<file path="config.mk">
export PLATFORM = sky130hd
export DESIGN_NAME = fws_poll_ctrl
export DESIGN_NICKNAME = d
export VERILOG_FILES = /design/src/core/fws_pkg.sv /design/src/core/fws_bus_cycle.sv /design/src/core/fws_poll_ctrl.sv
export SDC_FILE = /design/constraint.sdc
export NUM_CORES = 1
export LEC_CHECK = 0
export ABC_AREA = 1
export BUFFER_PORTS_ARGS = -buffer_cell sky130_fd_sc_hd__buf_2
export CAP_MARGIN = 20
export CORE_AREA = 2 2 142 144
export CTS_BUF_LIST = sky130_fd_sc_hd__clkbuf_2 sky130_fd_sc_hd__clkbuf_4 sky130_fd_sc_hd__clkbuf_8
export CTS_CLUSTER_SIZE = 40
export DETAILED_ROUTE_END_ITERATION = 8
export DIE_AREA = 0 0 144 146
export PLACE_DENSITY_LB_ADDON = 0.25
export REMOVE_ABC_BUFFERS = 1
export SYNTH_ARGS = -nofsm -noshare
export SYNTH_HDL_FRONTEND = slang
export SYNTH_SLANG_ARGS = --single-unit
</file>
<file path="constraint.sdc">
create_clock -name pclk -period 2.6 [get_ports pclk]
set_clock_uncertainty 0.15 [all_clocks]
set_input_delay 0.26 -clock pclk [delete_from_list [all_inputs] [get_ports pclk]]
set_output_delay 0.26 -clock pclk [all_outputs]
set_load 0.02 [all_outputs]
</file>
<file path="src/core/fws_pkg.sv">
// shared constants, types and register map of the flash status-poll controller
package fws_pkg;

  // ************************************************************
  // clock and flash bus timing
  // ************************************************************
  localparam int CLK_PERIOD_NS = 25;
  localparam int T_ACC_NS      = 70;   // address/enable to data valid
  localparam int T_WC_NS       = 70;   // write cycle time
  localparam int T_WP_NS       = 35;   // write pulse width
  localparam int T_WPH_NS      = 20;   // write pulse width high
  localparam int T_OEH_NS      = 10;   // oe hold between toggle reads
  localparam int ACC_CYC = (T_ACC_NS + CLK_PERIOD_NS - 1) / CLK_PERIOD_NS;
  localparam int WP_CYC  = (T_WP_NS + CLK_PERIOD_NS - 1) / CLK_PERIOD_NS;
  localparam int WPH_CYC = ((T_WC_NS - T_WP_NS) + CLK_PERIOD_NS - 1) / CLK_PERIOD_NS;
  localparam int OEH_CYC = (T_OEH_NS + CLK_PERIOD_NS - 1) / CLK_PERIOD_NS;
  localparam int CNT_W   = 4;

  // ************************************************************
  // flash data bit positions
  // ************************************************************
  localparam int POLLING_BIT  = 7;
  localparam int PRIMARY_BIT  = 6;
  localparam int TIMEOUT_BIT  = 5;
  localparam int WINDOW_BIT   = 3;
  localparam logic [7:0] RESET_CMD = 8'hF0;

  // ************************************************************
  // apb register map
  // ************************************************************
  localparam logic [7:0] CTRL_OFS   = 8'h00;
  localparam logic [7:0] ADDR_OFS   = 8'h04;
  localparam logic [7:0] WDATA_OFS  = 8'h08;
  localparam logic [7:0] STATUS_OFS = 8'h0C;
  localparam int CTRL_START_BIT = 0;
  localparam int CTRL_OP_LSB    = 1;
  localparam int CTRL_ABORT_BIT = 4;
  localparam int ST_BUSY_BIT    = 0;
  localparam int ST_DONE_BIT    = 1;
  localparam int ST_FAIL_BIT    = 2;
  localparam int ST_POST_BIT    = 3;
  localparam int ST_PRE_BIT     = 4;
  localparam int ST_RDATA_LSB   = 8;
  localparam logic [18:0] ADDR_RESET  = 19'h00000;
  localparam logic [7:0]  WDATA_RESET = 8'h00;

  typedef enum logic [2:0] {
    OP_WRITE, OP_READ, OP_POLL, OP_RESET, OP_ADD_SECTOR
  } fws_op_t;

  // ************************************************************
  // carriers
  // ************************************************************
  typedef struct packed {
    logic        ce_n;
    logic        oe_n;
    logic        we_n;
    logic [18:0] addr;
    logic [7:0]  dq_out;
    logic        dq_oe;
  } fws_pins_t;

  typedef struct packed {
    logic        write;
    logic [18:0] addr;
    logic [7:0]  data;
  } fws_req_t;

endpackage

</file>
<file path="src/core/fws_bus_cycle.sv">
// single flash read or write bus cycle engine
`timescale 1ns/100ps
module fws_bus_cycle (
  input  wire logic              pclk,
  input  wire logic              presetn,
  input  wire logic              req_valid,
  input  fws_pkg::fws_req_t      req,
  input  wire logic [7:0]        dq_in,
  output fws_pkg::fws_pins_t     pins,
  output logic                   ack,
  output logic [7:0]             rdata
);
  import fws_pkg::*;

  typedef enum logic [1:0] {CY_IDLE, CY_ACTIVE, CY_RECOVER} fws_cyc_t;

  fws_cyc_t         st_reg;
  logic [CNT_W-1:0] cnt_reg;
  logic             wr_reg;

  // ************************************************************
  // cycle sequencing
  // ************************************************************
  always_ff @(posedge pclk or negedge presetn) begin
    if (!presetn) begin
      st_reg  <= CY_IDLE;
      cnt_reg <= '0;
      wr_reg  <= 1'b0;
      ack     <= 1'b0;
      rdata   <= 8'h00;
      pins    <= '{ce_n: 1'b1, oe_n: 1'b1, we_n: 1'b1, addr: '0, dq_out: '0, dq_oe: 1'b0};
    end else begin
      ack <= 1'b0;
      case (st_reg)
        CY_IDLE: begin
          if (req_valid) begin
            wr_reg      <= req.write;
            pins.addr   <= req.addr;
            pins.dq_out <= req.data;
            pins.dq_oe  <= req.write;
            pins.ce_n   <= 1'b0;
            pins.we_n   <= ~req.write;
            pins.oe_n   <= req.write;
            cnt_reg     <= CNT_W'(req.write ? WP_CYC : ACC_CYC);
            st_reg      <= CY_ACTIVE;
          end
        end
        CY_ACTIVE: begin
          if (cnt_reg > CNT_W'(1)) begin
            cnt_reg <= cnt_reg - CNT_W'(1);
          end else begin
            // data latches on the rising we edge, so dq stays driven one more cycle
            pins.we_n <= 1'b1;
            pins.oe_n <= 1'b1;
            pins.ce_n <= 1'b1;
            if (!wr_reg) begin
              rdata <= dq_in;
            end
            // every read ends with oe high, so each poll read is a full access
            cnt_reg <= CNT_W'(wr_reg ? WPH_CYC : OEH_CYC);
            st_reg  <= CY_RECOVER;
          end
        end
        CY_RECOVER: begin
          pins.dq_oe <= 1'b0;
          if (cnt_reg > CNT_W'(1)) begin
            cnt_reg <= cnt_reg - CNT_W'(1);
          end else begin
            ack    <= 1'b1;
            st_reg <= CY_IDLE;
          end
        end
        default: st_reg <= CY_IDLE;
      endcase
    end
  end

endmodule // fws_bus_cycle

</file>
<file path="src/core/fws_poll_ctrl.sv">
// apb-controlled host that drives the flash and runs its toggle-poll procedure
// Summary of operation
// - host polls at valid address
// - host double-reads, compares toggle bit
// - toggling with bit 5 high: recheck, reset
// - interrupted polling restarts from double read
// - host writes reset after bit 5 failure
// - host may skip bit 3 under 50us spacing
// - host checks bit 3 around sector adds
// - single F0 write is reset command
`timescale 1ns/100ps
module fws_poll_ctrl (
  input  wire logic              pclk,
  input  wire logic              presetn,
  input  wire logic              psel,
  input  wire logic              penable,
  input  wire logic              pwrite,
  input  wire logic [7:0]        paddr,
  input  wire logic [31:0]       pwdata,
  output logic [31:0]            prdata,
  output logic                   pready,
  output logic                   pslverr,
  input  wire logic [7:0]        dq_in,
  output fws_pkg::fws_pins_t     flash_pins
);
  import fws_pkg::*;

  typedef enum logic [3:0] {
    ST_IDLE, ST_SINGLE, ST_RD_A, ST_RD_B, ST_RD_C, ST_RD_D,
    ST_RESET_WR, ST_CHK_PRE, ST_CHK_CMD, ST_CHK_POST
  } fws_state_t;

  fws_state_t  state_reg;
  fws_op_t     op_reg;
  logic [18:0] addr_reg;
  logic [7:0]  wdata_reg;
  logic [7:0]  last_reg;
  logic [7:0]  first_reg;
  logic        busy_reg;
  logic        done_reg;
  logic        fail_reg;
  logic        pre_reg;
  logic        post_reg;
  logic        pend_reg;
  logic        req_valid_reg;
  logic        cyc_busy_reg;
  fws_req_t    req_reg;
  logic        cyc_ack;
  logic [7:0]  cyc_rdata;
  logic        wr_acc;
  logic        rd_acc;
  logic        mapped;
  logic        start_cmd;
  logic        abort_cmd;
  logic        need_write;
  logic [7:0]  need_data;
  logic        toggled;

  // ************************************************************
  // apb slave
  // ************************************************************
  assign mapped    = (paddr == CTRL_OFS) || (paddr == ADDR_OFS)
                   || (paddr == WDATA_OFS) || (paddr == STATUS_OFS);
  assign wr_acc    = psel && penable && pready && pwrite && mapped;
  assign rd_acc    = psel && !penable;
  assign start_cmd = wr_acc && (paddr == CTRL_OFS) && pwdata[CTRL_START_BIT] && !busy_reg;
  assign abort_cmd = wr_acc && (paddr == CTRL_OFS) && pwdata[CTRL_ABORT_BIT];

  // one wait-free answer: pready rises in the access phase
  always_ff @(posedge pclk or negedge presetn) begin
    if (!presetn) begin
      pready  <= 1'b0;
      pslverr <= 1'b0;
      prdata  <= 32'h0000_0000;
    end else begin
      pready  <= rd_acc;
      pslverr <= rd_acc && !mapped;
      prdata  <= 32'h0000_0000;
      if (rd_acc && !pwrite) begin
        case (paddr)
          CTRL_OFS:   prdata <= 32'(op_reg) << CTRL_OP_LSB;
          ADDR_OFS:   prdata <= 32'(addr_reg);
          WDATA_OFS:  prdata <= 32'(wdata_reg);
          STATUS_OFS: prdata <= (32'(last_reg) << ST_RDATA_LSB)
                              | (32'(pre_reg) << ST_PRE_BIT)
                              | (32'(post_reg) << ST_POST_BIT)
                              | (32'(fail_reg) << ST_FAIL_BIT)
                              | (32'(done_reg) << ST_DONE_BIT)
                              | (32'(busy_reg) << ST_BUSY_BIT);
          default:    prdata <= 32'h0000_0000;
        endcase
      end
    end
  end

  always_ff @(posedge pclk or negedge presetn) begin
    if (!presetn) begin
      addr_reg  <= ADDR_RESET;
      wdata_reg <= WDATA_RESET;
      op_reg    <= OP_WRITE;
    end else if (wr_acc && !busy_reg) begin
      // poll address is software's: program target or erase-selected sector
      if (paddr == ADDR_OFS) addr_reg <= pwdata[18:0];
      if (paddr == WDATA_OFS) wdata_reg <= pwdata[7:0];
      if (paddr == CTRL_OFS) op_reg <= fws_op_t'(pwdata[CTRL_OP_LSB +: 3]);
    end
  end

  // ************************************************************
  // bus cycle issue
  // ************************************************************
  always_comb begin
    need_write = 1'b0;
    need_data  = wdata_reg;
    case (state_reg)
      ST_SINGLE:   need_write = (op_reg != OP_READ);
      ST_RESET_WR: begin
        need_write = 1'b1;
        need_data  = RESET_CMD;
      end
      ST_CHK_CMD:  need_write = 1'b1;
      default:     need_write = 1'b0;
    endcase
  end

  always_ff @(posedge pclk or negedge presetn) begin
    if (!presetn) begin
      pend_reg      <= 1'b0;
      req_valid_reg <= 1'b0;
      req_reg       <= '0;
    end else begin
      req_valid_reg <= 1'b0;
      if (state_reg == ST_IDLE || abort_cmd) begin
        pend_reg <= 1'b0;
      end else if (!pend_reg && !cyc_busy_reg) begin
        pend_reg      <= 1'b1;
        req_valid_reg <= 1'b1;
        req_reg       <= '{write: need_write, addr: addr_reg, data: need_data};
      end else if (cyc_ack) begin
        pend_reg <= 1'b0;
      end
    end
  end

  // an aborted cycle still runs to its end, so a new request waits for its ack
  always_ff @(posedge pclk or negedge presetn) begin
    if (!presetn) begin
      cyc_busy_reg <= 1'b0;
    end else if (req_valid_reg) begin
      cyc_busy_reg <= 1'b1;
    end else if (cyc_ack) begin
      cyc_busy_reg <= 1'b0;
    end
  end

  // ************************************************************
  // toggle poll sequencer
  // ************************************************************
  assign toggled = cyc_rdata[PRIMARY_BIT] != first_reg[PRIMARY_BIT];

  always_ff @(posedge pclk or negedge presetn) begin
    if (!presetn) begin
      state_reg <= ST_IDLE;
      busy_reg  <= 1'b0;
      done_reg  <= 1'b0;
      fail_reg  <= 1'b0;
      pre_reg   <= 1'b0;
      post_reg  <= 1'b0;
      first_reg <= 8'h00;
      last_reg  <= 8'h00;
    end else if (abort_cmd) begin
      // leaving mid-poll: the next poll starts again with a fresh double read
      state_reg <= ST_IDLE;
      busy_reg  <= 1'b0;
    end else if (start_cmd) begin
      busy_reg <= 1'b1;
      done_reg <= 1'b0;
      fail_reg <= 1'b0;
      case (fws_op_t'(pwdata[CTRL_OP_LSB +: 3]))
        OP_POLL:       state_reg <= ST_RD_A;
        OP_RESET:      state_reg <= ST_RESET_WR;
        OP_ADD_SECTOR: state_reg <= ST_CHK_PRE;
        default:       state_reg <= ST_SINGLE;
      endcase
    end else if (pend_reg && cyc_ack) begin
      last_reg <= cyc_rdata;
      case (state_reg)
        ST_RD_A: begin
          first_reg <= cyc_rdata;
          state_reg <= ST_RD_B;
        end
        ST_RD_B: begin
          first_reg <= cyc_rdata;
          if (!toggled) begin
            state_reg <= ST_IDLE;
            busy_reg  <= 1'b0;
            done_reg  <= 1'b1;
          end else if (cyc_rdata[TIMEOUT_BIT]) begin
            state_reg <= ST_RD_C;
          end else begin
            state_reg <= ST_RD_A;
          end
        end
        ST_RD_C: begin
          first_reg <= cyc_rdata;
          state_reg <= ST_RD_D;
        end
        ST_RD_D: begin
          if (toggled) begin
            // still toggling after bit 5 rose: failed, send the reset command
            fail_reg  <= 1'b1;
            state_reg <= ST_RESET_WR;
          end else begin
            state_reg <= ST_IDLE;
            busy_reg  <= 1'b0;
            done_reg  <= 1'b1;
          end
        end
        ST_CHK_PRE: begin
          // window state before each added sector; skipping it is unsafe at slow pacing
          pre_reg   <= cyc_rdata[WINDOW_BIT];
          state_reg <= ST_CHK_CMD;
        end
        ST_CHK_CMD:  state_reg <= ST_CHK_POST;
        ST_CHK_POST: begin
          // high here means the added sector may not have been taken
          post_reg  <= cyc_rdata[WINDOW_BIT];
          state_reg <= ST_IDLE;
          busy_reg  <= 1'b0;
          done_reg  <= 1'b1;
        end
        default: begin
          state_reg <= ST_IDLE;
          busy_reg  <= 1'b0;
          done_reg  <= 1'b1;
        end
      endcase
    end
  end

  fws_bus_cycle u_cycle (
    .pclk      (pclk),
    .presetn   (presetn),
    .req_valid (req_valid_reg),
    .req       (req_reg),
    .dq_in     (dq_in),
    .pins      (flash_pins),
    .ack       (cyc_ack),
    .rdata     (cyc_rdata)
  );

endmodule // fws_poll_ctrl

</file>
Word-level counts from Yosys, hierarchy flattened
Index checks and enable logic that the tools add are counted.
Widths: inputs -> output; s select.
- bits in writable memories: 0
- register bits after elaboration: 166
- bits in latches: 0
- output and inout port bits: 65
- memory bits (read-only): 0
- logic and storage cells: 175
- memories kept: 0
- eq/ne operators: 27
- shifts and indexed selects: 0
- magnitude comparators: 1
- add/subtract/negate cells: 1
- muxes and demuxes: 47
- div/mod/pow operators: 0
- multipliers: 0
- bitwise logic cells: 11
- reductions and logical operators: 57
- operators with widths (cell ; number):
    $pmux 32 s4 ; 1
    $mux 32 ; 1
    $mux 31 ; 1
    $mux 4 ; 6
    $pmux 4 s6 ; 1
    $mux 1 ; 20
    $reduce_and 4->1 ; 5
    $reduce_and 3->1 ; 6
    $eq 4x3->1 const B ; 4
    $eq 8x4->1 const B ; 2
    $or 16x1->16 ; 1
    $or 16x2->16 ; 1
    $or 16x3->16 ; 1
    $or 16x4->16 ; 1
    $or 16x5->16 ; 1
    $logic_and 1x1->1 ; 14
    $mux 3 ; 4
    $pmux 4 s3 ; 1
    $reduce_and 2->1 ; 6
    $reduce_bool 2->1 ; 6
    $pmux 3 s3 ; 1
    $reduce_bool 3->1 ; 3
    $eq 4x2->1 const B ; 2
    $eq 4x4->1 const B ; 2
    28 further kinds ; 53

Logic depth before layout (Yosys ltp)
Gate-level depths: netlist of run 1.
- depth after elaboration: 10
- mapped depth: 10
- gate-level depth less buffers: 9

Modules after synthesis
From an unflattened synthesis of run 1, not the netlist that was laid out.
- cells, all modules: 785
- area total of the unflattened synthesis: 6657.6 sq um
- modules (own cells, without submodules) (module ; area an instance (sq um) ; instances ; cells an instance):
    fws_poll_ctrl ; 4571.9 ; 1 ; 543
    fws_bus_cycle ; 2085.8 ; 1 ; 242

Least setup slack after synthesis of run 1
No wires, ideal clock.
- path type: register to register
- start point: register u_cycle.cnt_reg[0]
- end point: register u_cycle.rdata[1]
- library setup time: 0.125 ns
- buffers on the path: 1
- required time: 2.325 ns
- cell stages (with the launch flop): 8
- period minus slack after synthesis: 1.899 ns
- data arrival time: 1.624 ns
- slack: 0.701 ns
- cells stage by stage: dfrtp_1 -> inv_1 -> ha_1 -> o21ai_0 -> inv_1 -> nand3_1 -> buf_2 -> mux2_2
- cells in the longest elaborated chain, start to end: 3
- RTL lines (element ; line ; RTL):
    from (decl) ; fws_bus_cycle.sv:18 ; logic [CNT_W-1:0] cnt_reg;
    from (signal assigned) ; fws_bus_cycle.sv:44 ; cnt_reg <= CNT_W'(req.write ? WP_CYC : ACC_CYC);
    from (signal assigned) ; fws_bus_cycle.sv:50 ; cnt_reg <= cnt_reg - CNT_W'(1);
    from (signal assigned) ; fws_bus_cycle.sv:60 ; cnt_reg <= CNT_W'(wr_reg ? WPH_CYC : OEH_CYC);
    $gt 4x1->1 ; fws_bus_cycle.sv:49 ; if (cnt_reg > CNT_W'(1)) begin
    $not 1->1 (no line) ; -- ;
    $reduce_and 3->1 (no line) ; -- ;
    to (signal assigned) ; fws_bus_cycle.sv:57 ; rdata <= dq_in;
    to (decl) ; fws_bus_cycle.sv:11 ; output logic [7:0] rdata
Every way passes these cells.
A chain may end at the register's enable or synchronous reset.

Worst setup path after layout of run 1
- start point: register u_cycle.cnt_reg[0]
- end point: register u_cycle.rdata[5]
The elaborated chain is that of the path after synthesis.

==> flow_summary.toml, run 1 <==
[run_status]
status = "finished clean"

[floorplan]
start_util_pct = 33.57
dieArea_um2 = 21020
die_w_um = 144
coreArea_um2 = 19330
die_h_um = 146
num_rows = 51
num_io_pins = 118

[worst_setup_path]
critical_path_class = "reg -> reg"
critPathCaptureType = "flop"
arrival_ns = 2.40
start_kind = "flop"
r2r_slack_ns = 0.38
crit_fanout = 11
required_ns = 2.78

[clock_network]
clock_path_buffers = 2
cts_sinks = 147
cts_tree = "done"
cts-root-buf = "clkbuf_8"
clkTransAtPathRegs_ns = 0.09
cts_made_buffers = 17
htree_levels = 4
cts_setup_buffers = 0
cts_resized = 0
clk_latency_ns = 0.45
cts-hold-fix-buffers = 31

[synthesis]
yosysTopAreaCell = "dfrtp_1"
synthCells = 734
ys_top_cells_by_area = "dfrtp_1 56%, nand2_1 13%, o21ai_0 4.9%, inv_1 4.6%, nor2_1 2.5%"
yosysSeqAreaShare_pct = 56.74
ys_ff_latch = 147
syn_area_um2 = 6490
synth.avg_cell_area_um2 = 8.842
yosysUniqueCellTypes = 38
synth_top_area_share_pct = 55.52
synth_warnings = 0

[timing]
tightest_slew_ns = 0.6938
fmax_ghz = 0.4501
finalHoldViolCount = 0
slew_headroom_pct = 53.75
finalSetupViolCount = 0
period_needed_ns = 2.222
min_period_over_period_pct = 85.46
rsz0062_at_grt = "false"
slew_violations = 0
fin_setup_tns_ns = 0

[global_route]
grt_pass1_vias = 4680
grt_use_total_pct = 14.43
grt_pass1_wl_mm = 23.85
global_route.overflow_total = 0
antenna_found_initial = 4
grt_max_degree = 74

[detailed_routing]
route.detailed.drc = 0
postRouteAntennaNets = 0
viasPerCell = 4.342
route.vias.total = 4972
wl_per_cell_um = 12.79
drtIter0Drc = 319
dr.pass1.iters = 4
routed_wl_mm = 14.64

[worst_hold_path]
worstHoldPathType = "in -> reg"

[placed_design]
routabilityCongestion = 0.8691
dpl.hpwl_mm = 10.43
portBuffers = 91

[power]
powerDensity_nw_per_um2 = 740.6
irDropWorstVdd_uv = 274.8
p_leak_nw = 4.007
power_w = 0.005863

[final_layout]
layout-drive-gt1-share_pct = 19.75
seqCellArea_um2 = 3682
multiInputGateArea_um2 = 2312
fin_nets = 922
syn_to_final_growth_pct = 21.98
nFillCells = 1953
largest_reg_flops = 31

[flow_run]
maxCapViolCount = 0
power by group:
part | internal, W | switching [W] | leakage (nW) | total [W]
Sequential | 0.00256 | 0.000177 | 1.97 | 0.00274
Clock | 0.000966 | 0.000873 | 0.200 | 0.00184
Combinational | 0.000438 | 0.000845 | 1.83 | 0.00128
stage by stage:
| step | worst slack (ns) | hold slack, ns | instances | util (%) | cell area (µm²) |
|---|---|---|---|---|---|
| floorplan | 0.1468 | -0.1856 | 714 | - | 6320 |
| global placement | 0.3910 | 0.1863 | 1078 | 37.16 | 7186 |
| detailed placement | 0.3806 | 0.1806 | 1078 | 37.16 | 7186 |
| CTS | 0.3553 | 0.03104 | 1141 | 40.89 | 7906 |
| global route | 0.1899 | 0.05849 | 1145 | 40.94 | 7916 |
| finish | 0.3782 | 0.04898 | 1145 | 40.94 | 7916 |
layout make-up:
type | instances | share of cell area (%)
inverter | 86 | 4.109
tap | 265 | 4.188
multi-input combinational | 481 | 29.21
sequential | 147 | 46.51
clock buffer | 18 | 3.129
timing repair buffer | 130 | 10.67
antenna | 4 | 0.1264
clock inverter | 14 | 2.055
worst max-delay path, cell delays in order (launching register included):
cell and delay (ns):
dfrtp_1 0.35, inv_1 0.08, ha_1 0.24, o21ai_0 0.34
inv_1 0.13, nand3_1 0.42, mux2_2 0.39
layer usage:
layer	wire length, µm	global-route usage [%]	share of wire (%)
met5	0	0	0
met4	293	5.294	2.0
met3	592	3.685	4.0
met2	6625	22.05	45
met1	7131	19.77	49
logic make-up after synthesis:
logic type	after synthesis	synth area share, %
AND/OR/NAND/NOR	331	22.15
flip-flops	147	56.74
AO/OA/AOI/OAI	125	10.53
buffers and inverters	118	8.328
multiplexers	6	1.041
adder cells (fa/ha/maj)	6	1.157
other	1	0.05778
cells in the final DEF (no fill, tap or decap), types with 4 or more instances in the layout:
cell           count
o21ai_2           10
inv_1             80
diode_2            4
o21ai_0           64
nand3_1           31
conb_1            13
buf_2             90
buf_4              7
nand2_1          224
inv_2              4
clkinv_2           5
nor2_1            43
o21ai_1           22
nor2_2             4
clkbuf_8          18
ha_1               6
dlygate4sd3_1     31
dfrtp_1          144
nand3_2            4
mux2_2             6
a21oi_1           20
clkinvlp_4         4
nand4_1            4
nor3_1             7
cell usage after synthesis:
master / instances
nor2_8: 2
buf_4: 13
nor2_2: 4
nor2_1: 43
buf_6: 5
nand3_4: 2
inv_1: 80
a21oi_1: 20
inv_4: 1
nand2_2: 3
o21ai_2: 10
conb_1: 1
buf_2: 7
nand2_4: 1
clkinv_1: 1
o21ai_0: 64
o2bb2ai_1: 1
and2_1: 1
inv_2: 4
mux2_2: 6
a22oi_1: 1
a31oi_1: 2
clkbuf_1: 7
nand2_1: 224
nor2_4: 1
o211ai_1: 3
a21o_1: 1
nor3_1: 7
ha_1: 6
o22ai_1: 1
nand3_2: 4
nor3_2: 1
dfrtp_1: 144
nand3b_1: 3
dfstp_2: 3
o21ai_1: 22
nand3_1: 31
nand4_1: 4
path summary, 6_finish.rpt:
kind | startpoint | end | cells past startpoint
worst max-delay path | u_cycle.cnt_reg[0] | u_cycle.rdata[5] | 6
worst min register to register | u_cycle.rdata[1] | last_reg[1] | 2
min in group asynchronous | presetn | u_cycle.pins[27] | 2
worst min-delay path | paddr[0] | prdata[16] | 4
max in group asynchronous | presetn | req_reg[14] | 3
worst max register to register | u_cycle.cnt_reg[0] | u_cycle.rdata[5] | 6
Power figures use the tool's default switching activity.
==> run 2, diff against run 1 <==
--- a/config.mk
+++ b/config.mk
@@ -8,11 +8,11 @@
 export ABC_AREA = 1
 export BUFFER_PORTS_ARGS = -buffer_cell sky130_fd_sc_hd__buf_2
 export CAP_MARGIN = 20
-export CORE_AREA = 2 2 142 144
+export CORE_AREA = 2 2 109 111
 export CTS_BUF_LIST = sky130_fd_sc_hd__clkbuf_2 sky130_fd_sc_hd__clkbuf_4 sky130_fd_sc_hd__clkbuf_8
 export CTS_CLUSTER_SIZE = 40
 export DETAILED_ROUTE_END_ITERATION = 8
-export DIE_AREA = 0 0 144 146
+export DIE_AREA = 0 0 111 113
 export PLACE_DENSITY_LB_ADDON = 0.25
 export REMOVE_ABC_BUFFERS = 1
 export SYNTH_ARGS = -nofsm -noshare
==> run 2 against run 1 <==
Against the previous run: combinational power about the same; critical path depth did not move; fmax shrank 1.3%; utilization increased by 27 points; global-route usage rose by 9.8 points; sequential share of layout area up 1.4 points; routed wire length is 2.5% lower; die area decreased by 40%; count of clock-buffer cells in the layout grew 7; critical path type unchanged; largest power group unchanged.
==> flow_summary.toml, run 2 (synthesis gave the netlist of run 1 again) <==
[clock_network]
cts_tree = "done"
clock_path_buffers = 2
cts_resized = 0
htree_levels = 4
clk_latency_ns = 0.45
cts_sinks = 147
cts-root-buf = "clkbuf_8"
cts_made_buffers = 17
clkTransAtPathRegs_ns = 0.07

[power]
powerDensity_nw_per_um2 = 752.2
p_leak_nw = 3.993
irDropWorstVdd_uv = 698.5
power_w = 0.005783

[global_route]
antenna_found_initial = 0
grt_use_total_pct = 24.25
global_route.overflow_total = 0
grt_pass1_vias = 5127
grt_max_degree = 64
grt_pass1_wl_mm = 24.12

[detailed_routing]
routed_wl_mm = 14.28
route.vias.total = 5034
drtIter0Drc = 294
viasPerCell = 4.964
wl_per_cell_um = 14.08
dr.pass1.iters = 5
postRouteAntennaNets = 0
route.detailed.drc = 0

[worst_setup_path]
required_ns = 2.78
arrival_ns = 2.43
start_kind = "flop"
crit_fanout = 11
critPathCaptureType = "flop"
critical_path_class = "reg -> reg"

[timing]
min_period_over_period_pct = 86.57
tightest_slew_ns = 0.5832
fin_setup_tns_ns = 0
rsz0062_at_grt = "false"
slew_violations = 0
finalSetupViolCount = 0
period_needed_ns = 2.251
slew_headroom_pct = 61.12
finalHoldViolCount = 0
fmax_ghz = 0.4443

[final_layout]
layout-drive-gt1-share_pct = 19.52
layout_common_cells = "224 x nand2_1, 144 x dfrtp_1, 90 x buf_2, 80 x inv_1, 64 x o21ai_0"
syn_to_final_growth_pct = 18.47
instances_no_fill = 1014
seqCellArea_um2 = 3682
nFillCells = 919
antennaDiodeCount = 0
largest_reg_flops = 31
multiInputGateArea_um2 = 2312
final_common_cell = "nand2_1"
final_cell_area_um2 = 7689
fin_nets = 918

[placed_design]
placed_area_um2 = 7018
dpl.hpwl_mm = 9.852
portBuffers = 91
dp_cells = 954
routabilityCongestion = 0.9026

[floorplan]
die_h_um = 113
die_w_um = 111
num_rows = 39
num_io_pins = 118
start_util_pct = 57.58
coreArea_um2 = 11270
dieArea_um2 = 12540

[flow_run]
maxCapViolCount = 0

[run_status]
status = "finished clean"

[worst_hold_path]
worstHoldPathType = "in -> reg"
[run 2: final cells by class]
| cell class | count | share of cell area (%) |
|---|---|---|
| Clock buffer | 25 | 3.906 |
| Clock inverter | 6 | 1.041 |
| Inverter | 86 | 4.231 |
| Multi-Input combinational cell | 481 | 30.07 |
| Sequential cell | 147 | 47.89 |
| Tap cell | 143 | 2.327 |
| Timing Repair Buffer | 126 | 10.53 |
[run 2: path summary, 6_finish.rpt]
path,startpoint,to,slack [ns],cells past startpoint
min reg2reg,u_cycle.rdata[2],last_reg[2],0.32,2
max reg2reg,u_cycle.cnt_reg[0],u_cycle.rdata[1],0.35,6
max,u_cycle.cnt_reg[0],u_cycle.rdata[1],0.35,6
min in group asynchronous,presetn,req_reg[22],0.21,2
min,pwdata[1],wdata_reg[1],0.02,3
max in group asynchronous,presetn,u_cycle.pins[29],1.31,3
[run 2: power by group]
group | internal, W | total, W | switching [W]
logic | 0.000435 | 0.00130 | 0.000860
clock network | 0.000940 | 0.00173 | 0.000790
registers | 0.00257 | 0.00276 | 0.000191
[run 2: critical path, stage by stage, from the launching register on]
cell	delay (ns)
dfrtp_1	0.38
inv_1	0.10
ha_1	0.24
o21ai_0	0.32
inv_1	0.14
nand3_1	0.40
mux2_2	0.40
[run 2: timing repair]
action,4_1_cts,5_1_grt
endpoints found under the hold margin,94,0
setup buffers,0,0
hold buffers,29,0
[run 2: through the flow]
step / hold slack, ns / util [%] / setup slack, ns
2_1_floorplan: -0.1856 / - / 0.1468
3_3_place_gp: 0.1190 / 62.26 / 0.4555
3_5_place_dp: 0.1296 / 62.26 / 0.3601
4_1_cts: 0.01055 / 68.21 / 0.3504
5_1_grt: 0.02047 / 68.21 / 0.1819
6_report: 0.02100 / 68.21 / 0.3493
[run 2: per-layer routing]
layer  share of wire (%)  wire, µm  track usage [%]  up-vias
li1                    -         -                -     2548
met1                  46      6527            32.15     2333
met2                  48      6789            39.75      128
met3                 4.8       688            5.196       25
met4                 1.9       277            9.333        0
met5                   0         0                0        -
==> run 3, diff against run 2 <==
--- a/config.mk
+++ b/config.mk
@@ -8,13 +8,14 @@
 export ABC_AREA = 1
 export BUFFER_PORTS_ARGS = -buffer_cell sky130_fd_sc_hd__buf_2
 export CAP_MARGIN = 20
-export CORE_AREA = 2 2 109 111
+export CORE_AREA = 2 2 111 113
 export CTS_BUF_LIST = sky130_fd_sc_hd__clkbuf_2 sky130_fd_sc_hd__clkbuf_4 sky130_fd_sc_hd__clkbuf_8
 export CTS_CLUSTER_SIZE = 40
 export DETAILED_ROUTE_END_ITERATION = 8
-export DIE_AREA = 0 0 111 113
+export DIE_AREA = 0 0 113 115
 export PLACE_DENSITY_LB_ADDON = 0.25
 export REMOVE_ABC_BUFFERS = 1
 export SYNTH_ARGS = -nofsm -noshare
 export SYNTH_HDL_FRONTEND = slang
+export SYNTH_HIERARCHICAL = 1
 export SYNTH_SLANG_ARGS = --single-unit
==> run 3 against run 2 <==
Against the previous run: the run now ends with DRC left; critical endpoint is now req_reg[22]; worst hold slack about the same; flip-flop and latch count stayed put; routed wire length increased by 2.6%; largest power group unchanged.
==> flow_summary.toml, run 3 <==
[detailed_routing]
viasPerCell = 5.007
wl_met1_mm = 6.655
met2_length_mm = 6.974
route.detailed.drc = 7
routed_wl_mm = 14.65
highest_layer = "met4"
drtIter0Drc = 433
dr.pass1.iters = 7
postRouteAntennaNets = 0
wl_per_cell_um = 13.70
wl_met3_um = 573
route.vias.total = 5352

[final_layout]
layout-drive-gt1-share_pct = 18.44
final_common_cell = "nand2_1"
layout_common_cells = "316 x nand2_1, 144 x dfrtp_1, 90 x buf_2, 72 x inv_1, 38 x nor2_1"
syn_to_final_growth_pct = 17.78
largest_reg_flops = 31
antennaDiodeCount = 0
final_cell_area_um2 = 7841
fin_nets = 971

[global_route]
grt_pass1_vias = 5034
grt_use_total_pct = 23.43
global_route.overflow_total = 0
antenna_found_initial = 0
grt_pass1_wl_mm = 23.66
grt_max_degree = 54

[synthesis]
ys_ff_latch = 147
yosysUniqueCellTypes = 35
yosysSeqAreaShare_pct = 55.31
yosysTopAreaCell = "dfrtp_1"
syn_area_um2 = 6658
synthCells = 785
yosysMostFrequentCell = "nand2_1"
ys_top_cells_by_area = "dfrtp_1 54%, nand2_1 18%, inv_1 4.1%, nand3_1 2.7%, buf_4 2.3%"
synth.avg_cell_area_um2 = 8.481
synth_top_area_share_pct = 54.13
synth_common_cells = "316 x nand2_1, 144 x dfrtp_1, 72 x inv_1"
synth_warnings = 6
synth_edf_count = 0
ys.flop_type = "dfrtp_1"
async_flop_share_pct = 100.0

[placed_design]
dpl.hpwl_mm = 10.12
portBuffers = 91
routabilityCongestion = 0.9075
dp_slack_ns = 0.2933
placed_area_um2 = 7161

[clock_network]
clk_latency_ns = 0.45
cts_sinks = 147
htree_levels = 4
clkTransAtPathRegs_ns = 0.07
cts-root-buf = "clkbuf_8"
cts_tree = "done"
clock_path_buffers = 2
cts_made_buffers = 17

[power]
switchingPower_w = 0.001910
p_leak_nw = 4.263
p_int_w = 0.003905
irDropWorstVdd_uv = 609.0
sw_frac_of_total_pct = 32.84
p_seq_share_pct = 47.3
p_comb_share_pct = 23.3
clock_power_share_pct = 29.4
powerDensity_nw_per_um2 = 741.7

[worst_setup_path]
required_ns = 2.78
r2r_slack_ns = 0.60
critical_path_class = "in -> reg"
crit_fanout = 37
start_kind = "primary input"
critPathCaptureType = "flop"
arrival_ns = 2.32

[floorplan]
dieArea_um2 = 13000
coreArea_um2 = 11810
num_rows = 40
num_io_pins = 118
die_w_um = 113
start_util_pct = 56.37
die_h_um = 115

[timing]
slew_headroom_pct = 55.18
period_needed_ns = 2.131
fin_setup_tns_ns = 0
fmax_ghz = 0.4693
rsz0062_at_grt = "false"
tightest_slew_ns = 0.6698
slew_violations = 0
finalSetupViolCount = 0
setup_slack_ns = 0.4692
finalHoldViolCount = 0
min_period_over_period_pct = 81.95

[flow_run]
maxCapViolCount = 0

[run_status]
failed_checks = "DRC"
status = "finished with violations"

[worst_hold_path]
worstHoldPathType = "in -> reg"
## run 3: cell types whose count changed in the layout (fill, tap and decap cells not counted), sizes merged, moves of 5 or more
cell   change
nand2     +92
o21ai     -30
mux2       -6
nand3      +6
inv        -5
nor2       -5
## run 3: worst paths after layout
kind | from | endpoint | cells after the start
worst max-delay path | penable | req_reg[22] | 9
worst min-delay path | pwdata[2] | wdata_reg[2] | 3
worst max register to register | pready | req_reg[22] | 7
worst min register to register | u_cycle/pins[30] | u_cycle/pins[30] | 2
max in group asynchronous | presetn | u_cycle/pins[15] | 3
min in group asynchronous | presetn | u_cycle/pins[6] | 2
## run 3: layout make-up
type,count,area (µm²)
Clock buffer,26,332.8
Clock inverter,4,47.55
Fill cell,995,3970
Inverter,80,300.3
Multi-Input combinational cell,536,2460
Sequential cell,147,3682
Tap cell,147,183.9
Timing Repair Buffer,129,834.6
## run 3: routing by layer
| metal | vias to the layer above | track usage [%] |
|---|---|---|
| li1 | 2676 | - |
| met1 | 2520 | 30.55 |
| met2 | 127 | 38.40 |
| met3 | 29 | 4.375 |
| met4 | 0 | 10.98 |
| met5 | - | 0 |
## run 3: cell families after synthesis
| family | after synthesis | synth area share [%] |
|---|---|---|
| buffers and inverters | 114 | 8.420 |
| and+or+nand+nor | 426 | 27.27 |
| DFF | 147 | 55.31 |
| adders and majority gates | 7 | 1.315 |
| other | 1 | 0.05633 |
| AOI/OAI and AO/OA | 90 | 7.630 |
## run 3: per-stage QoR
stage | hold slack (ns) | util (%) | cells | power [W]
5_1_grt | 0.03005 | 66.39 | 1069 | 0.006169
6_report | 0.02067 | 66.39 | 1069 | 0.005816
4_1_cts | 0.0009769 | 66.39 | 1069 | 0.005864
3_5_place_dp | 0.08626 | 60.62 | 1009 | 0.004113
3_3_place_gp | 0.08583 | 60.62 | 1009 | 0.004067
2_1_floorplan | -0.1856 | - | 763 | 0.003687
## run 3: worst max-delay path: stages
cell and delay [ns]:
dlygate4sd3_1 0.52, buf_2 0.13, nand2_1 0.11, nor2_2 0.31, nand3_4 0.15, nand3_4 0.38
inv_2 0.26, nand2_1 0.13, nand2_1 0.06
## run 3: power by group through the flow
stage	clock [W]	sequential [W]	combinational, W
floorplan	0	0.00276	0.000930
global placement	0	0.00277	0.00129
detailed placement	0	0.00279	0.00132
CTS	0.00175	0.00275	0.00137
global route	0.00184	0.00278	0.00154
finish	0.00171	0.00275	0.00136
## run 3: repair_timing
action,in CTS,in global routing
hold buffers,30,0
resized for setup,0,0
buffers inserted,0,0
hold endpoints to repair,83,0
endpoints found under the setup margin,0,0
